$ cat config.mk
export PLATFORM = sky130hd
export DESIGN_NAME = blcfg_loop_regs
export DESIGN_NICKNAME = d
export VERILOG_FILES = /design/src/core/blcfg_pkg.sv /design/src/core/blcfg_reg32.sv /design/src/core/blcfg_loop_regs.sv
export SDC_FILE = /design/constraint.sdc
export NUM_CORES = 1
export LEC_CHECK = 0
export ABC_AREA = 0
export BUFFER_PORTS_ARGS = -buffer_cell sky130_fd_sc_hd__buf_2
export CORE_ASPECT_RATIO = 1.1
export CORE_UTILIZATION = 25
export CTS_CLUSTER_DIAMETER = 30
export DETAILED_ROUTE_END_ITERATION = 10
export MAX_ROUTING_LAYER = met4
export PLACE_DENSITY = 0.53
export SLEW_MARGIN = 20
export SYNTH_ARGS = -nofsm -noshare
export SYNTH_HDL_FRONTEND = slang
export SYNTH_SLANG_ARGS = --single-unit
$ cat constraint.sdc
create_clock -name i_clock -period 5.1 [get_ports i_clock]
set_clock_uncertainty 0.05 [all_clocks]
set_input_delay 0.51 -clock i_clock [delete_from_list [all_inputs] [get_ports i_clock]]
set_output_delay 0.51 -clock i_clock [all_outputs]
set_load 0.01 [all_outputs]
$ cat src/core/blcfg_pkg.sv
// Constants for the loop configuration register bank.
// Assumes a simple synchronous register port driven by the serial host front end.
// Notes on behaviour
// Handoff threshold codes 14h..1Fh map to 90 Hz up to 600 Hz, code 1Fh being 600 Hz.
// Start-up bit 7 set selects automatic handoff, clear uses the fixed threshold.
// Start-up bit 6 clear uses the slow first-cycle rate, set uses 0 Hz.
// Start-up bits 5-2 pick the minimum duty from 1.5 % to 30 %, bits 1-0 are read-only.
// Settings register A sits at 86h and resets to zero.
// Bits 30-29 of A pick 120 degree or variable 120-150 degree commutation, 2 and 3 invalid.
// Bits 28-24 of A set the acceleration rate, 0.005 V/s to 32767 V/s.
// Bit 23 of A clear uses the deceleration rate, set reuses the acceleration rate.
// Bits 22-18 of A set the deceleration rate on the same scale as acceleration.
// Bits 17-13 of A set switching rate, 5-20 kHz by 1 kHz then 25-100 kHz by 5 kHz.
// Bits 12-11 of A pick high-side, low-side or mixed modulation, 3 invalid.
// Bit 10 of A selects single-ended or complementary drive.
// Bit 9 of A sets lead sign, 0 negative and 1 positive.
// Bits 8-1 of A hold lead magnitude in steps of 0.12 degree, bit 0 reserved.
// Settings register B sits at 88h, resets to zero, bit 31 parity, bits 2-0 reserved.
// The host writes no invalid codes to enumerated fields.
package blcfg_pkg;
  localparam logic [7:0] ADDR_SPEED_A = 8'h86;
  localparam logic [7:0] ADDR_SPEED_B = 8'h88;
  localparam logic [7:0] ADDR_SPINUP_B = 8'h84;
  localparam logic [31:0] RST_SPEED_A = 32'h0000_0000;
  localparam logic [31:0] RST_SPEED_B = 32'h0000_0000;
  localparam logic [31:0] RST_SPINUP_B = 32'h0000_0000;
  localparam logic [31:0] MASK_SPEED_A = 32'hffff_fffe;
  localparam logic [31:0] MASK_SPEED_B = 32'hffff_fff8;
  localparam logic [31:0] MASK_SPINUP_B = 32'hffff_fffc;
  localparam int POS_XFER = 8;
  localparam int POS_AUTO = 7;
  localparam int POS_FIRST = 6;
  localparam int POS_MINDUTY = 2;
  localparam int POS_COMM = 29;
  localparam int POS_ACC = 24;
  localparam int POS_DECSRC = 23;
  localparam int POS_DEC = 18;
  localparam int POS_PWMF = 13;
  localparam int POS_MOD = 11;
  localparam int POS_MODE = 10;
  localparam int POS_SIGN = 9;
  localparam int POS_LEAD = 1;
  localparam logic [4:0] SWRATE_FINE_LAST = 5'h0f;
  localparam logic [7:0] SWRATE_FINE_BASE_KHZ = 8'h05;
  localparam logic [7:0] SWRATE_COARSE_BASE_KHZ = 8'h19;
  localparam logic [7:0] SWRATE_COARSE_STEP_KHZ = 8'h05;
  localparam logic [11:0] LEAD_STEP_MILLIDEG = 12'h078;
  typedef enum logic [1:0] {COMM_FIXED120, COMM_VAR150, COMM_BAD2, COMM_BAD3} blcfg_comm_t;
  typedef enum logic [1:0] {MOD_HIGH, MOD_LOW, MOD_MIXED, MOD_BAD} blcfg_mod_t;
endpackage : blcfg_pkg

$ cat src/core/blcfg_reg32.sv
// One 32-bit configuration word with a write mask and a fixed reset value.
// Assumes a write strobe on the same clock as the register port.
`timescale 1ns/100ps
module blcfg_reg32 #(
  parameter logic [31:0] RESET_VALUE = 32'h0000_0000,
  parameter logic [31:0] WRITE_MASK = 32'hffff_ffff
) (
  input wire logic i_clock,
  input wire logic i_rst,
  input wire logic i_ce,
  input wire logic i_we,
  input wire logic [31:0] i_wdata,
  output logic [31:0] o_value
);
  logic [31:0] value_q;
  always_ff @(posedge i_clock) begin
    if (i_rst) begin
      value_q <= RESET_VALUE;
    end else if (i_ce && i_we) begin
      value_q <= (i_wdata & WRITE_MASK) | (value_q & ~WRITE_MASK);
    end
  end
  assign o_value = value_q;
endmodule : blcfg_reg32

$ cat src/core/blcfg_loop_regs.sv
// Loop configuration register bank with decoded settings for the motor control logic.
// Assumes the serial host front end presents single-cycle read and write strobes.
`timescale 1ns/100ps
module blcfg_loop_regs (
  input wire logic i_clock,
  input wire logic i_rst,
  input wire logic i_ce,
  input wire logic i_wr,
  input wire logic i_rd,
  input wire logic [7:0] i_addr,
  input wire logic [31:0] i_wdata,
  output logic [31:0] o_rdata,
  output logic o_rvalid,
  output logic o_addr_err,
  output logic [4:0] o_loop_transfer_freq_limit,
  output logic o_auto_handoff,
  output logic o_initial_cycle_rate_choice,
  output logic o_use_zero_first_cycle,
  output logic [3:0] o_min_duty_code,
  output logic [1:0] o_commutation_style,
  output logic o_comm_invalid,
  output logic [4:0] o_loop_accel_rate,
  output logic o_decel_source_select,
  output logic [4:0] o_effective_decel_rate,
  output logic [7:0] o_switching_rate_khz,
  output logic [1:0] o_modulation_side,
  output logic o_mod_invalid,
  output logic o_complementary,
  output logic o_advance_sign,
  output logic [7:0] o_advance_magnitude,
  output logic [11:0] o_advance_millideg,
  output logic o_parity_b
);
  logic [31:0] speed_a;
  logic [31:0] speed_b;
  logic [31:0] spinup_b;
  logic we_a;
  logic we_b;
  logic we_s;
  logic hit;

  function automatic logic [7:0] swrate_khz(input logic [4:0] code);
    logic [7:0] c;
    c = {3'h0, code};
    if (code <= blcfg_pkg::SWRATE_FINE_LAST) begin
      swrate_khz = 8'(c + blcfg_pkg::SWRATE_FINE_BASE_KHZ);
    end else begin
      swrate_khz = 8'(blcfg_pkg::SWRATE_COARSE_BASE_KHZ
        + (c - 8'h10) * blcfg_pkg::SWRATE_COARSE_STEP_KHZ);
    end
  endfunction : swrate_khz

  assign we_a = i_wr && (i_addr == blcfg_pkg::ADDR_SPEED_A);
  assign we_b = i_wr && (i_addr == blcfg_pkg::ADDR_SPEED_B);
  assign we_s = i_wr && (i_addr == blcfg_pkg::ADDR_SPINUP_B);
  assign hit = (i_addr == blcfg_pkg::ADDR_SPEED_A) || (i_addr == blcfg_pkg::ADDR_SPEED_B)
    || (i_addr == blcfg_pkg::ADDR_SPINUP_B);

  // Reserved bit 0 writable-masked, reads zero
  blcfg_reg32 #(
    .RESET_VALUE(blcfg_pkg::RST_SPEED_A),
    .WRITE_MASK(blcfg_pkg::MASK_SPEED_A)
  ) u_speed_a (
    .i_clock(i_clock),
    .i_rst(i_rst),
    .i_ce(i_ce),
    .i_we(we_a),
    .i_wdata(i_wdata),
    .o_value(speed_a)
  );

  blcfg_reg32 #(
    .RESET_VALUE(blcfg_pkg::RST_SPEED_B),
    .WRITE_MASK(blcfg_pkg::MASK_SPEED_B)
  ) u_speed_b (
    .i_clock(i_clock),
    .i_rst(i_rst),
    .i_ce(i_ce),
    .i_we(we_b),
    .i_wdata(i_wdata),
    .o_value(speed_b)
  );

  // Bits 1-0 read-only, held at zero
  blcfg_reg32 #(
    .RESET_VALUE(blcfg_pkg::RST_SPINUP_B),
    .WRITE_MASK(blcfg_pkg::MASK_SPINUP_B)
  ) u_spinup_b (
    .i_clock(i_clock),
    .i_rst(i_rst),
    .i_ce(i_ce),
    .i_we(we_s),
    .i_wdata(i_wdata),
    .o_value(spinup_b)
  );

  always_ff @(posedge i_clock) begin
    if (i_rst) begin
      o_rdata <= 32'h0000_0000;
      o_rvalid <= 1'b0;
      o_addr_err <= 1'b0;
    end else if (i_ce) begin
      o_rvalid <= i_rd;
      o_addr_err <= (i_rd || i_wr) && !hit;
      if (i_rd) begin
        unique case (i_addr)
          blcfg_pkg::ADDR_SPEED_A: o_rdata <= speed_a;
          blcfg_pkg::ADDR_SPEED_B: o_rdata <= speed_b;
          blcfg_pkg::ADDR_SPINUP_B: o_rdata <= spinup_b;
          default: o_rdata <= 32'h0000_0000;
        endcase
      end
    end
  end

  // Start-up settings decode
  always_ff @(posedge i_clock) begin
    if (i_rst) begin
      o_loop_transfer_freq_limit <= 5'h00;
      o_auto_handoff <= 1'b0;
      o_initial_cycle_rate_choice <= 1'b0;
      o_use_zero_first_cycle <= 1'b0;
      o_min_duty_code <= 4'h0;
    end else if (i_ce) begin
      o_loop_transfer_freq_limit <= spinup_b[blcfg_pkg::POS_XFER +: 5];
      o_auto_handoff <= spinup_b[blcfg_pkg::POS_AUTO];
      o_initial_cycle_rate_choice <= spinup_b[blcfg_pkg::POS_FIRST];
      o_use_zero_first_cycle <= spinup_b[blcfg_pkg::POS_FIRST];
      o_min_duty_code <= spinup_b[blcfg_pkg::POS_MINDUTY +: 4];
    end
  end

  // Closed-loop settings decode
  always_ff @(posedge i_clock) begin
    if (i_rst) begin
      o_commutation_style <= 2'h0;
      o_comm_invalid <= 1'b0;
      o_loop_accel_rate <= 5'h00;
      o_decel_source_select <= 1'b0;
      o_effective_decel_rate <= 5'h00;
      o_switching_rate_khz <= blcfg_pkg::SWRATE_FINE_BASE_KHZ;
      o_modulation_side <= 2'h0;
      o_mod_invalid <= 1'b0;
      o_complementary <= 1'b0;
      o_advance_sign <= 1'b0;
      o_advance_magnitude <= 8'h00;
      o_advance_millideg <= 12'h000;
      o_parity_b <= 1'b0;
    end else if (i_ce) begin
      o_commutation_style <= speed_a[blcfg_pkg::POS_COMM +: 2];
      o_comm_invalid <= speed_a[blcfg_pkg::POS_COMM + 1];
      o_loop_accel_rate <= speed_a[blcfg_pkg::POS_ACC +: 5];
      o_decel_source_select <= speed_a[blcfg_pkg::POS_DECSRC];
      if (speed_a[blcfg_pkg::POS_DECSRC]) begin
        o_effective_decel_rate <= speed_a[blcfg_pkg::POS_ACC +: 5];
      end else begin
        o_effective_decel_rate <= speed_a[blcfg_pkg::POS_DEC +: 5];
      end
      o_switching_rate_khz <= swrate_khz(speed_a[blcfg_pkg::POS_PWMF +: 5]);
      o_modulation_side <= speed_a[blcfg_pkg::POS_MOD +: 2];
      o_mod_invalid <= (speed_a[blcfg_pkg::POS_MOD +: 2] == 2'h3);
      o_complementary <= speed_a[blcfg_pkg::POS_MODE];
      o_advance_sign <= speed_a[blcfg_pkg::POS_SIGN];
      o_advance_magnitude <= speed_a[blcfg_pkg::POS_LEAD +: 8];
      o_advance_millideg <= 12'({4'h0, speed_a[blcfg_pkg::POS_LEAD +: 8]}
        * blcfg_pkg::LEAD_STEP_MILLIDEG);
      o_parity_b <= speed_b[31];
    end
  end
endmodule : blcfg_loop_regs

Word level (Yosys, flattened, before mapping)
Cells that the tools add are included.

cells by class
  shifts and indexed selects = 0
  add/sub/neg operators = 3
  order comparisons = 1
  div/mod/pow operators = 0
  bitwise gates (word level) = 3
  mux-type cells = 3
  eq/ne operators = 4
  reduce and logical (&&, ||, !) cells = 12
  $mul = 2

operators with widths
  kind                                                                   count
  32-bit one-hot mux with 3 select lines                                 1
  32-bit by 1-bit bitwise OR with 32-bit output                          1
  32-bit by 2-bit bitwise OR with 32-bit output                          1
  32-bit by 3-bit bitwise OR with 32-bit output                          1
  8-bit equality test, second input constant                             3
  8-bit by 4-bit multiplier with 9-bit output, second input constant     1
  5-bit by 8-bit adder with 8-bit output, first input constant           1
  8-bit by 3-bit multiplier with 8-bit output, second input constant     1
  8-bit 2-to-1 mux                                                       1
  1-bit logical AND                                                      7
  5-bit by 3-bit adder with 6-bit output, second input constant          1
  5-bit by 5-bit subtractor with 6-bit output, second input constant     1
  5-bit by 4-bit <= comparator with 1-bit output, second input constant  1
  5-bit 2-to-1 mux                                                       1
  1-bit logical OR                                                       3
  2-bit equality test, second input constant                             1
  2-bit AND reduction                                                    1
  1-bit zero test                                                        1

storage, ports and cells
  bits in read-only memories = 0
  bits in writable memories = 0
  bits in latches = 0
  memories = 0
  register bits after elaboration = 186

Depth between registers and ports, before layout
Gate-level depths: netlist of run 1.

  depth in word-level cells = 5
  mapped depth = 10

Hierarchy
From an unflattened synthesis of run 1, not the netlist that was laid out.

unflattened totals
  cells, all modules = 898
  area total of the unflattened synthesis = 9126.3 sq um

modules (own cells, without submodules)
  module                     sequential area each (sq um)  area each (sq um)  times used  cells an instance
  blcfg_loop_regs            1761.7                        4683.2             1           480
  blcfg_reg32 at u_speed_a   620.6                         1497.7             1           143
  blcfg_reg32 at u_speed_b   580.6                         1488.9             1           135
  blcfg_reg32 at u_spinup_b  600.6                         1456.4             1           140

Worst setup path after synthesis of run 1
Ideal clock, no wire load.

  path kind = reg2reg
  from = reg u_speed_a.value_q[3], in the netlist u_speed_a.o_value[3]
  to = reg o_advance_millideg[11]
  slack = 2.294 ns
  clock period less this slack = 2.806 ns
  library setup time = 0.120 ns
  path buffers = 0
  arrival = 2.637 ns
  stages on the path, launching flop included = 9
  cells stage by stage = dfxtp_1 > fa_1 > fa_1 > fa_1 > a211oi_1 > o21bai_1 > a21oi_1 > nor3_1 > a211o_1

between the ends
  longest elaborated chain between the ends = 1

ends and longest elaborated chain
  element                                      RTL line                text
  start: declaration                           blcfg_reg32.sv:15       logic [31:0] value_q;
  start signal: assignment                     blcfg_reg32.sv:20       value_q <= (i_wdata & WRITE_MASK) | (value_q & ~WRITE_MASK);
  8-bit by 4-bit multiplier with 9-bit output  blcfg_loop_regs.sv:166  * blcfg_pkg::LEAD_STEP_MILLIDEG);
  end signal: assignment                       blcfg_loop_regs.sv:165  o_advance_millideg <= 12'({4'h0, speed_a[blcfg_pkg::POS_LEAD +: 8]}
  end: declaration                             blcfg_loop_regs.sv:31   output logic [11:0] o_advance_millideg,

No other way between the ends.
A chain may end at the register's enable or synchronous reset.

Final worst setup path of run 1
Ends and elaborated chain as after synthesis.

==> reports/metrics.yaml, run 1 <==
h-tree-depth: 4
grt_max_degree: 82
seqCellArea_sq_um: 3563
syn_inst: 863
die_y_um: 187.8
yosysUniqueCellTypes: 48
min_period_ns: 3.139
critPathCaptureType: "flop"
netlist_area_sq_um: 7846
synthDominantCellAreaShare_pct: 45.42
first_global_vias: 6136
antenna_found_initial: 2
cts_made_buffers: 17
start_util_pct: 25.57
drt_first_pass_iters: 5
via_per_inst: 4.586
crit_type: "reg2reg"
cp-start-kind: "flop"
wire_per_inst_um: 16.80
status: "finished, final reports clean"
layout_commonest_cell: "dfxtp_1"
root_buffer: "clkbuf_16"
cts_tree: "yes"
finalInstanceArea_sq_um: 9405
placement.io_buffers: 134
synth_top_family_by_area: "compound AO/OA/AOI/OAI gates"
clkTransAtPathRegs_ns: 0.08
core_area_sq_um: 30680
area_growth_pct: 19.87
drv_cap: 0
finalSetupViolCount: 0
vias: 6365
clk_latency_ns: 0.44
first_iter_violations: 506
yosysTopAreaCell: "dfxtp_1"
drv_slew: 0
synth_ff_type: "dfxtp_1"
drive_gt1_share_pct: 19.12
grt_pass1_wl_um: 36450
post_cts_buffers: 0
drc_errors: 0
synthXorXnorAreaFrac_pct: 1.451
powerDensity_nw_per_um2: 306.2
dp_hpwl_um: 15500
grt_use_met2_pct: 23.89
synthTopCellsByArea: "dfxtp_1, mux2i_1, nand2_1"
die_w_um: 170.9
cts_resized: 0
clock_path_buffers: 2
rsz0062_at_grt: "false"
ir_drop_v: 0.0002185
placed_cell_area_sq_um: 8802
finalHoldViolCount: 0
p_leak_nw: 3.769
hold_class: "in2reg"
worstMarginPinSlew_ns: 1.052
gp_congestion: 0.7541
place_ws_ns: 1.864
setup-tns-final_ns: 0
ys_warn_count: 0
met1_usage_pct: 20.69
max_slew_margin_pct: 29.73
ys_ff_latch: 178
min_period_over_period_pct: 61.55
track_usage_pct: 15.51
io_pins: 139
multi_input_area_sq_um: 3861
muxShareOfSynthArea_pct: 9.951
synth_fa_ha_area_share_pct: 6.602
ys_seq_area_share_pct: 45.42
fin_ws_ns: 1.961
dp_cells: 1356
grt_overflow_total: 0
clock_sinks: 178
final_nets: 1039
grt_use_met3_pct: 2.828
fmax_mhz: 318.6
ant_nets: 0
synth_async_sr_flop_share_pct: 0
synth-edff-count: 0
hold_buffers: 0
final_cell_count_no_fill: 1388
yosys.area_share.simple_pct: 13.86
arrival_ns: 3.42
cp.required_ns: 5.38
num_rows: 67
postRouteWirelength_um: 23320
mostFrequentLayoutCells: "dfxtp_1, buf_2, nand2_1"
crit_fanout: 7
fill_cells: 3299
syn_area_per_cell_sq_um: 9.092
grt.busiest_layer: "met2"
synth_compound_area_share_pct: 16.84
die-area_sq_um: 32100
==> metal layers <==
| layer | vias to the layer above | share of wire, % |
|---|---|---|
| li1 | 3142 | - |
| met1 | 3038 | 48 |
| met4 | 0 | 1.5 |
| met3 | 18 | 4.9 |
| met2 | 167 | 46 |
| met5 | - | 0 |
==> power by group <==
group	total (mW)	leakage [nW]	switching (mW)	internal (mW)
clock network	1.37	0.289	0.665	0.700
logic	0.117	2.04	0.0831	0.0339
registers	1.40	1.44	0.00308	1.39
==> worst max-delay path, stage by stage (launching register included) <==
cell and delay, ns:
dfxtp_1 0.58, fa_1 0.54, fa_1 0.54, fa_1 0.50, a211oi_1 0.24, o21bai_1 0.10, a21oi_1 0.20, nor3_1 0.06
a211o_1 0.22
==> kinds of logic after synthesis <==
logic type | Yosys count
other | 1
AND/OR/NAND/NOR | 252
XOR/XNOR | 13
buffers and inverters | 94
adder cells (fa/ha/maj) | 33
flip-flops | 178
multiplexers | 78
AO/OA/AOI/OAI | 214
==> area by class of cell <==
type,instances,area share [%]
flip-flops and latches,178,37.89
repair buffers,146,8.142
clock inverters,14,1.862
diodes,1,0.02661
multi-input cells,593,41.05
well taps,414,5.508
clock buffers,17,4.523
inverters,25,0.9977
==> Yosys cell counts (all sizes together) (2+ instances only) <==
| library cell | instances |
|---|---|
| dfxtp | 178 |
| nand2 | 126 |
| nor2 | 87 |
| mux2i | 78 |
| a21oi | 72 |
| o21ai | 64 |
| clkbuf | 36 |
| buf | 33 |
| a22o | 29 |
| a22oi | 28 |
| inv | 25 |
| ha | 19 |
| fa | 14 |
| xnor2 | 12 |
| a211oi | 11 |
| nand2b | 8 |
| nand3 | 6 |
| nor3 | 5 |
| nor2b | 4 |
| nor4 | 4 |
| a21o | 2 |
| and2 | 2 |
| and3b | 2 |
| nand4 | 2 |
| nor3b | 2 |
==> state kept, by name, indices dropped and copies added (netlist names), 2 cells and up <==
signal	cells
o_rdata	32
o_advance_millideg	8
u_speed_a.o_value	31
o_min_duty_code	4
o_commutation_style	2
o_modulation_side	2
o_loop_transfer_freq_limit	5
o_loop_accel_rate	5
u_spinup_b.o_value	30
u_speed_b.o_value	29
o_effective_decel_rate	5
o_advance_magnitude	8
o_switching_rate_khz	8
==> stage by stage <==
step	hold WS (ns)	power [mW]	util (%)
after floorplan	0.3821	1.493	-
after global placement	0.3896	1.548	28.69
after detailed placement	0.3955	1.549	28.69
after CTS	0.2398	2.931	30.65
after global routing	0.2602	2.990	30.65
final	0.2640	2.880	30.65
==> worst paths after layout <==
kind	end	cells after the start	slack, ns	startpoint
min reg2reg	u_spinup_b.o_value[15]	2	0.40	u_spinup_b.o_value[15]
min	u_speed_a.o_value[1]	3	0.26	i_wdata[1]
max	o_advance_millideg[11]	8	1.96	u_speed_a.o_value[3]
max reg2reg	o_advance_millideg[11]	8	1.96	u_speed_a.o_value[3]
Note: power is estimated with default switching activity, not from simulation.
==> run 2, diff against run 1 <==
==> constraint.sdc (replaced) <==
create_clock -name i_clock -period 3.18 [get_ports i_clock]
set_clock_uncertainty 0.05 [all_clocks]
set_input_delay 0.318 -clock i_clock [delete_from_list [all_inputs] [get_ports i_clock]]
set_output_delay 0.318 -clock i_clock [all_outputs]
set_load 0.01 [all_outputs]
==> run 2 against run 1 <==
Net effect:
- final area increased by 1.6%
- first-iteration DRC count decreased by 27%
- maximum frequency increased by 9.9%
- utilization increased by 0.50 points
- power increased by 60%
==> reports/metrics.yaml, run 2 (same netlist as run 1, synthesis figures left out) <==
io_pins: 139  # unchanged
clkTransAtPathRegs_ns: 0.07  # about the same
die-area_sq_um: 32100  # unchanged
drv_slew: 0  # unchanged
reg2reg_from: "u_speed_a.o_value[3]"
root_buffer: "clkbuf_16"
hold_class: "in2reg"
clock_path_buffers: 2  # unchanged
crit_buf_inv: 2  # +2
core_area_sq_um: 30680  # unchanged
dp_hpwl_um: 16050  # +3.5%
num_rows: 67  # unchanged
slowest_delay_ns: 0.52  # -0.06 ns
start_util_pct: 25.57  # unchanged
cts_tree: "yes"
critPathCaptureType: "flop"
hp-start: "i_wdata[11]"
hold_depth: 3  # unchanged
reg2reg_setup_slack_ns: 0.32  # -1.64 ns
critical-path-top-delay-family: "adder cells"
first_global_vias: 6252  # +1.9%
grt_pass1_wl_um: 36570  # +0.34%
min_to: "u_speed_b.o_value[11]"
drv_cap: 0  # unchanged
grt_overflow_total: 0  # unchanged
finalSetupViolCount: 0  # unchanged
drive_gt1_share_pct: 20.67  # +1.5 points
placement.io_buffers: 134  # unchanged
dp_cells: 1374  # +1.3%
ant_nets: 0  # unchanged
p_leak_nw: 3.874  # +2.8%
powerDensity_nw_per_um2: 482.0  # +57%
drt_first_pass_iters: 5  # unchanged
cts_made_buffers: 17  # unchanged
gp_congestion: 0.7872  # +4.4%
crit_path_cell_trace: "inv_1 -> fa_1 -> fa_1 -> inv_1 -> ha_1 -> a211oi_1 -> o21bai_1 -> a21oi_1 -> nor3_1 -> a211o_1"
die_w_um: 170.9  # unchanged
postRouteWirelength_um: 23640  # +1.4%
final_util_pct: 31.16  # +0.50 points
rsz0062_at_grt: "false"
mostFrequentLayoutCells: "dfxtp_1, buf_2, nand2_1"
fmax_mhz: 350.2  # +9.9%
drc_errors: 0  # unchanged
cp.required_ns: 3.46  # -1.92 ns
cp_slowest_cell: "fa_1"
finalHoldViolCount: 0  # unchanged
clock_sinks: 178  # unchanged
r2r_end: "o_advance_millideg[11]"
die_y_um: 187.8  # unchanged
largest_reg_flops: 32  # unchanged
min_period_over_period_pct: 89.80  # +28 points
clk_latency_ns: 0.44  # about the same
track_usage_pct: 15.62  # +0.11 points
h-tree-depth: 4  # unchanged
total_power_mw: 4.607  # +60%
final_cell_count_no_fill: 1407  # +1.4%
arrival_ns: 3.14  # -0.28 ns
reg2regPathDepth: 10  # +2
setup-tns-final_ns: 0  # unchanged
hold_buffers: 0  # unchanged
layout_commonest_cell: "dfxtp_1"
antenna_found_initial: 1  # -1
hold_slack_ns: 0.08789  # -0.1761 ns
ir_drop_v: 0.0002584  # +18%
min_period_ns: 2.856  # -0.2833 ns
max_slew_margin_pct: 53.70  # +24 points
wire_per_inst_um: 16.80  # about the same
cts_resized: 0  # unchanged
worstMarginPinSlew_ns: 0.6945  # -0.3572 ns
crit_fanout: 4  # -3
first_iter_violations: 371  # -27%
status: "finished, final reports clean"
grt_max_degree: 77  # -6.1%
crit_type: "reg2reg"
final_nets: 1057  # +1.7%
regMostFlops: "o_rdata"
vias: 6416  # +0.80%
cp-start-kind: "flop"
post_cts_buffers: 0  # unchanged
area_growth_pct: 21.83
via_per_inst: 4.560  # -0.56%
==> run 2: area by class of cell <==
cell class	count	area, sq um
flip-flops and latches	178	3563
clock inverters	14	167.7
diodes	1	2.502
repair buffers	164	913.4
well taps	414	518.0
clock buffers	18	439.2
inverters	25	93.84
fillers	3317	21120
multi-input cells	593	3861
==> run 2: through the flow <==
step                      setup slack [ns]  instance area, sq um
after floorplan                     0.3736                  7854
after global placement              0.3458                  8950
after detailed placement            0.3381                  8950
after CTS                           0.3109                  9557
after global routing               0.09553                  9559
final                               0.3245                  9559
==> run 2: layer usage <==
metal	global-route usage (%)	routed length [um]	vias up
met2	24.32	11120	156
met4	4.842	305	0
met1	19.94	10950	3055
met3	3.588	1262	21
li1	-	-	3184
met5	-	0	-
==> run 2: worst max path at each step <==
| stage | startpoint | to | cells after the start |
|---|---|---|---|
| 6_report | u_speed_a.o_value[3] | o_advance_millideg[11] | 10 |
| 5_1_grt | u_speed_a.o_value[3] | o_advance_millideg[11] | 10 |
| 4_1_cts | u_speed_a.o_value[3] | o_advance_millideg[11] | 10 |
| 3_5_place_dp | u_speed_a.o_value[3] | o_advance_millideg[11] | 10 |
| 3_3_place_gp | u_speed_a.o_value[1] | o_advance_millideg[11] | 8 |
| 2_1_floorplan | u_speed_a.o_value[3] | o_advance_millideg[11] | 8 |
==> run 2: power breakdown <==
part / internal, mW / switching (mW) / leakage, nW
clock network: 1.15 / 1.02 / 0.294
registers: 2.24 / 0.00431 / 1.44
logic: 0.0599 / 0.137 / 2.14
==> run 2: worst register-to-register path, delay by kind of cell (launching register included) <==
kind,cells,cell delay [ns]
fa+ha+maj,3,1.36
flops,1,0.40
simple gates,1,0.06
compound gates,4,0.75
buf+inv,2,0.13
==> run 3, diff against run 2 <==
--- a/config.mk
+++ b/config.mk
@@ -8,11 +8,11 @@
 export ABC_AREA = 0
 export BUFFER_PORTS_ARGS = -buffer_cell sky130_fd_sc_hd__buf_2
 export CORE_ASPECT_RATIO = 1.1
-export CORE_UTILIZATION = 25
+export CORE_UTILIZATION = 50
 export CTS_CLUSTER_DIAMETER = 30
 export DETAILED_ROUTE_END_ITERATION = 10
 export MAX_ROUTING_LAYER = met4
-export PLACE_DENSITY = 0.53
+export PLACE_DENSITY = 0.73
 export SLEW_MARGIN = 20
 export SYNTH_ARGS = -nofsm -noshare
 export SYNTH_HDL_FRONTEND = slang
==> run 3 against run 2 <==
Net effect:
- global-route usage is 10 points higher
- clock power hardly changed
- worst setup slack got worse by 0.082 ns
==> reports/metrics.yaml, run 3 (same netlist as run 1, synthesis figures left out) <==
clkTransAtPathRegs_ns: 0.07  # about the same
io_pins: 139  # unchanged
finalSetupViolCount: 0  # unchanged
final_util_pct: 60.92  # +30 points
gp_congestion: 0.8372  # +6.4%
p_leak_nw: 3.848  # -0.65%
critPathCaptureType: "flop"
drt_first_pass_iters: 5  # unchanged
worstMarginPinSlew_ns: 0.9554  # +0.2609 ns
clock_sinks: 178  # unchanged
setup-tns-final_ns: 0  # unchanged
area_growth_pct: 17.80
min_period_over_period_pct: 92.39  # +2.6 points
wire_per_inst_um: 16.44  # -2.1%
crit_type: "reg2reg"
ir_drop_v: 0.0003334  # +29%
powerDensity_nw_per_um2: 496.8  # +3.1%
status: "finished, final reports clean"
grt_overflow_total: 0  # unchanged
die-area_sq_um: 16200  # -50%
hold_buffers: 0  # unchanged
track_usage_pct: 25.66  # +10 points
cp-start-kind: "flop"
h-tree-depth: 4  # unchanged
layout_commonest_cell: "dfxtp_1"
cp.required_ns: 3.46  # about the same
first_iter_violations: 574  # +55%
postRouteWirelength_um: 19480  # -18%
placement.io_buffers: 134  # unchanged
core_area_sq_um: 15170  # -51%
drive_gt1_share_pct: 20.34  # -0.32 points
regMostFlops: "o_rdata"
ant_nets: 0  # unchanged
die_w_um: 121.4  # -29%
start_util_pct: 51.72  # +26 points
fill_cells: 1378  # -58%
rsz0062_at_grt: "false"
via_per_inst: 5.451  # +20%
max_slew_margin_pct: 36.16  # -18 points
post_cts_buffers: 0  # unchanged
total_power_mw: 4.592  # -0.34%
die_y_um: 133.4  # -29%
finalHoldViolCount: 0  # unchanged
hold_slack_ns: 0.08569  # -0.002197 ns
cts_tree: "yes"
drv_cap: 0  # unchanged
clk_latency_ns: 0.44  # about the same
clock_path_buffers: 2  # unchanged
mostFrequentLayoutCells: "dfxtp_1, buf_2, nand2_1"
first_global_vias: 6085  # -2.7%
vias: 6460  # +0.69%
cts_resized: 0  # unchanged
fmax_mhz: 340.4  # -2.8%
drv_slew: 0  # unchanged
crit_fanout: 6  # +2
drc_errors: 0  # unchanged
root_buffer: "clkbuf_16"
num_rows: 47  # -30%
largest_reg_flops: 32  # unchanged
final_nets: 1053  # -0.38%
hold_class: "in2reg"
min_period_ns: 2.938  # +0.08236 ns
dp_hpwl_um: 12880  # -20%
grt_max_degree: 63  # -18%
cts_made_buffers: 17  # unchanged
grt_pass1_wl_um: 31420  # -14%
arrival_ns: 3.22  # +0.08 ns
antenna_found_initial: 1  # unchanged
==> run 3: changes by cell type in the layout (fill, tap and decap cells not counted), sizes merged <==
cell	change
bufinv	+2
clkinvlp	+1
inv	-2
clkbuf	-1
buf	-4
==> run 3: worst paths after layout <==
| kind | start | endpoint | slack, ns | cells past startpoint |
|---|---|---|---|---|
| setup / recovery | u_speed_a.o_value[2] | o_advance_millideg[11] | 0.24 | 10 |
| hold / removal | i_wdata[12] | u_speed_b.o_value[12] | 0.09 | 3 |
| hold reg to reg | u_spinup_b.o_value[31] | u_spinup_b.o_value[31] | 0.40 | 2 |
| setup reg to reg | u_speed_a.o_value[2] | o_advance_millideg[11] | 0.24 | 10 |
==> run 3: per-layer routing <==
layer	GRT usage [%]	part of all wire (%)	vias up
met1	33.69	46	3050
li1	-	-	3181
met5	-	0	-
met4	7.682	1.1	0
met3	4.837	5.5	21
met2	39.96	47	208
==> run 3: metrics by stage <==
step	instances	worst slack, ns	instance area [sq um]
2_1_floorplan	865	0.3736	7854
3_3_place_gp	1152	0.2709	8635
3_5_place_dp	1152	0.2362	8635
4_1_cts	1184	0.2190	9240
5_1_grt	1185	0.02297	9243
6_report	1185	0.2421	9243
==> run 3: report_power, final <==
group | total [mW] | internal (mW) | switching (mW)
clock network | 2.17 | 1.24 | 0.922
registers | 2.24 | 2.24 | 0.00427
logic | 0.184 | 0.0558 | 0.128
total | 4.59 | 3.54 | 1.05
==> run 3: cell type report <==
class / instances / area (sq um) / share of cell area, %
clock inverter: 15 / 180.2 / 1.949
inverter: 25 / 93.84 / 1.015
antenna: 1 / 2.502 / 0.02707
sequential: 178 / 3563 / 38.55
clock buffer: 17 / 425.4 / 4.603
multi-input combinational: 593 / 3861 / 41.78
tap: 196 / 245.2 / 2.653
timing repair buffer: 160 / 870.8 / 9.422
==> run 3: worst max-delay path: stages (launching register included) <==
cell and delay, ns:
dfxtp_1 0.45, inv_1 0.10, fa_1 0.51, fa_1 0.52, inv_1 0.04, ha_1 0.33
a211oi_1 0.25, o21bai_1 0.10, a21oi_1 0.18, nor3_1 0.07, a211o_1 0.22
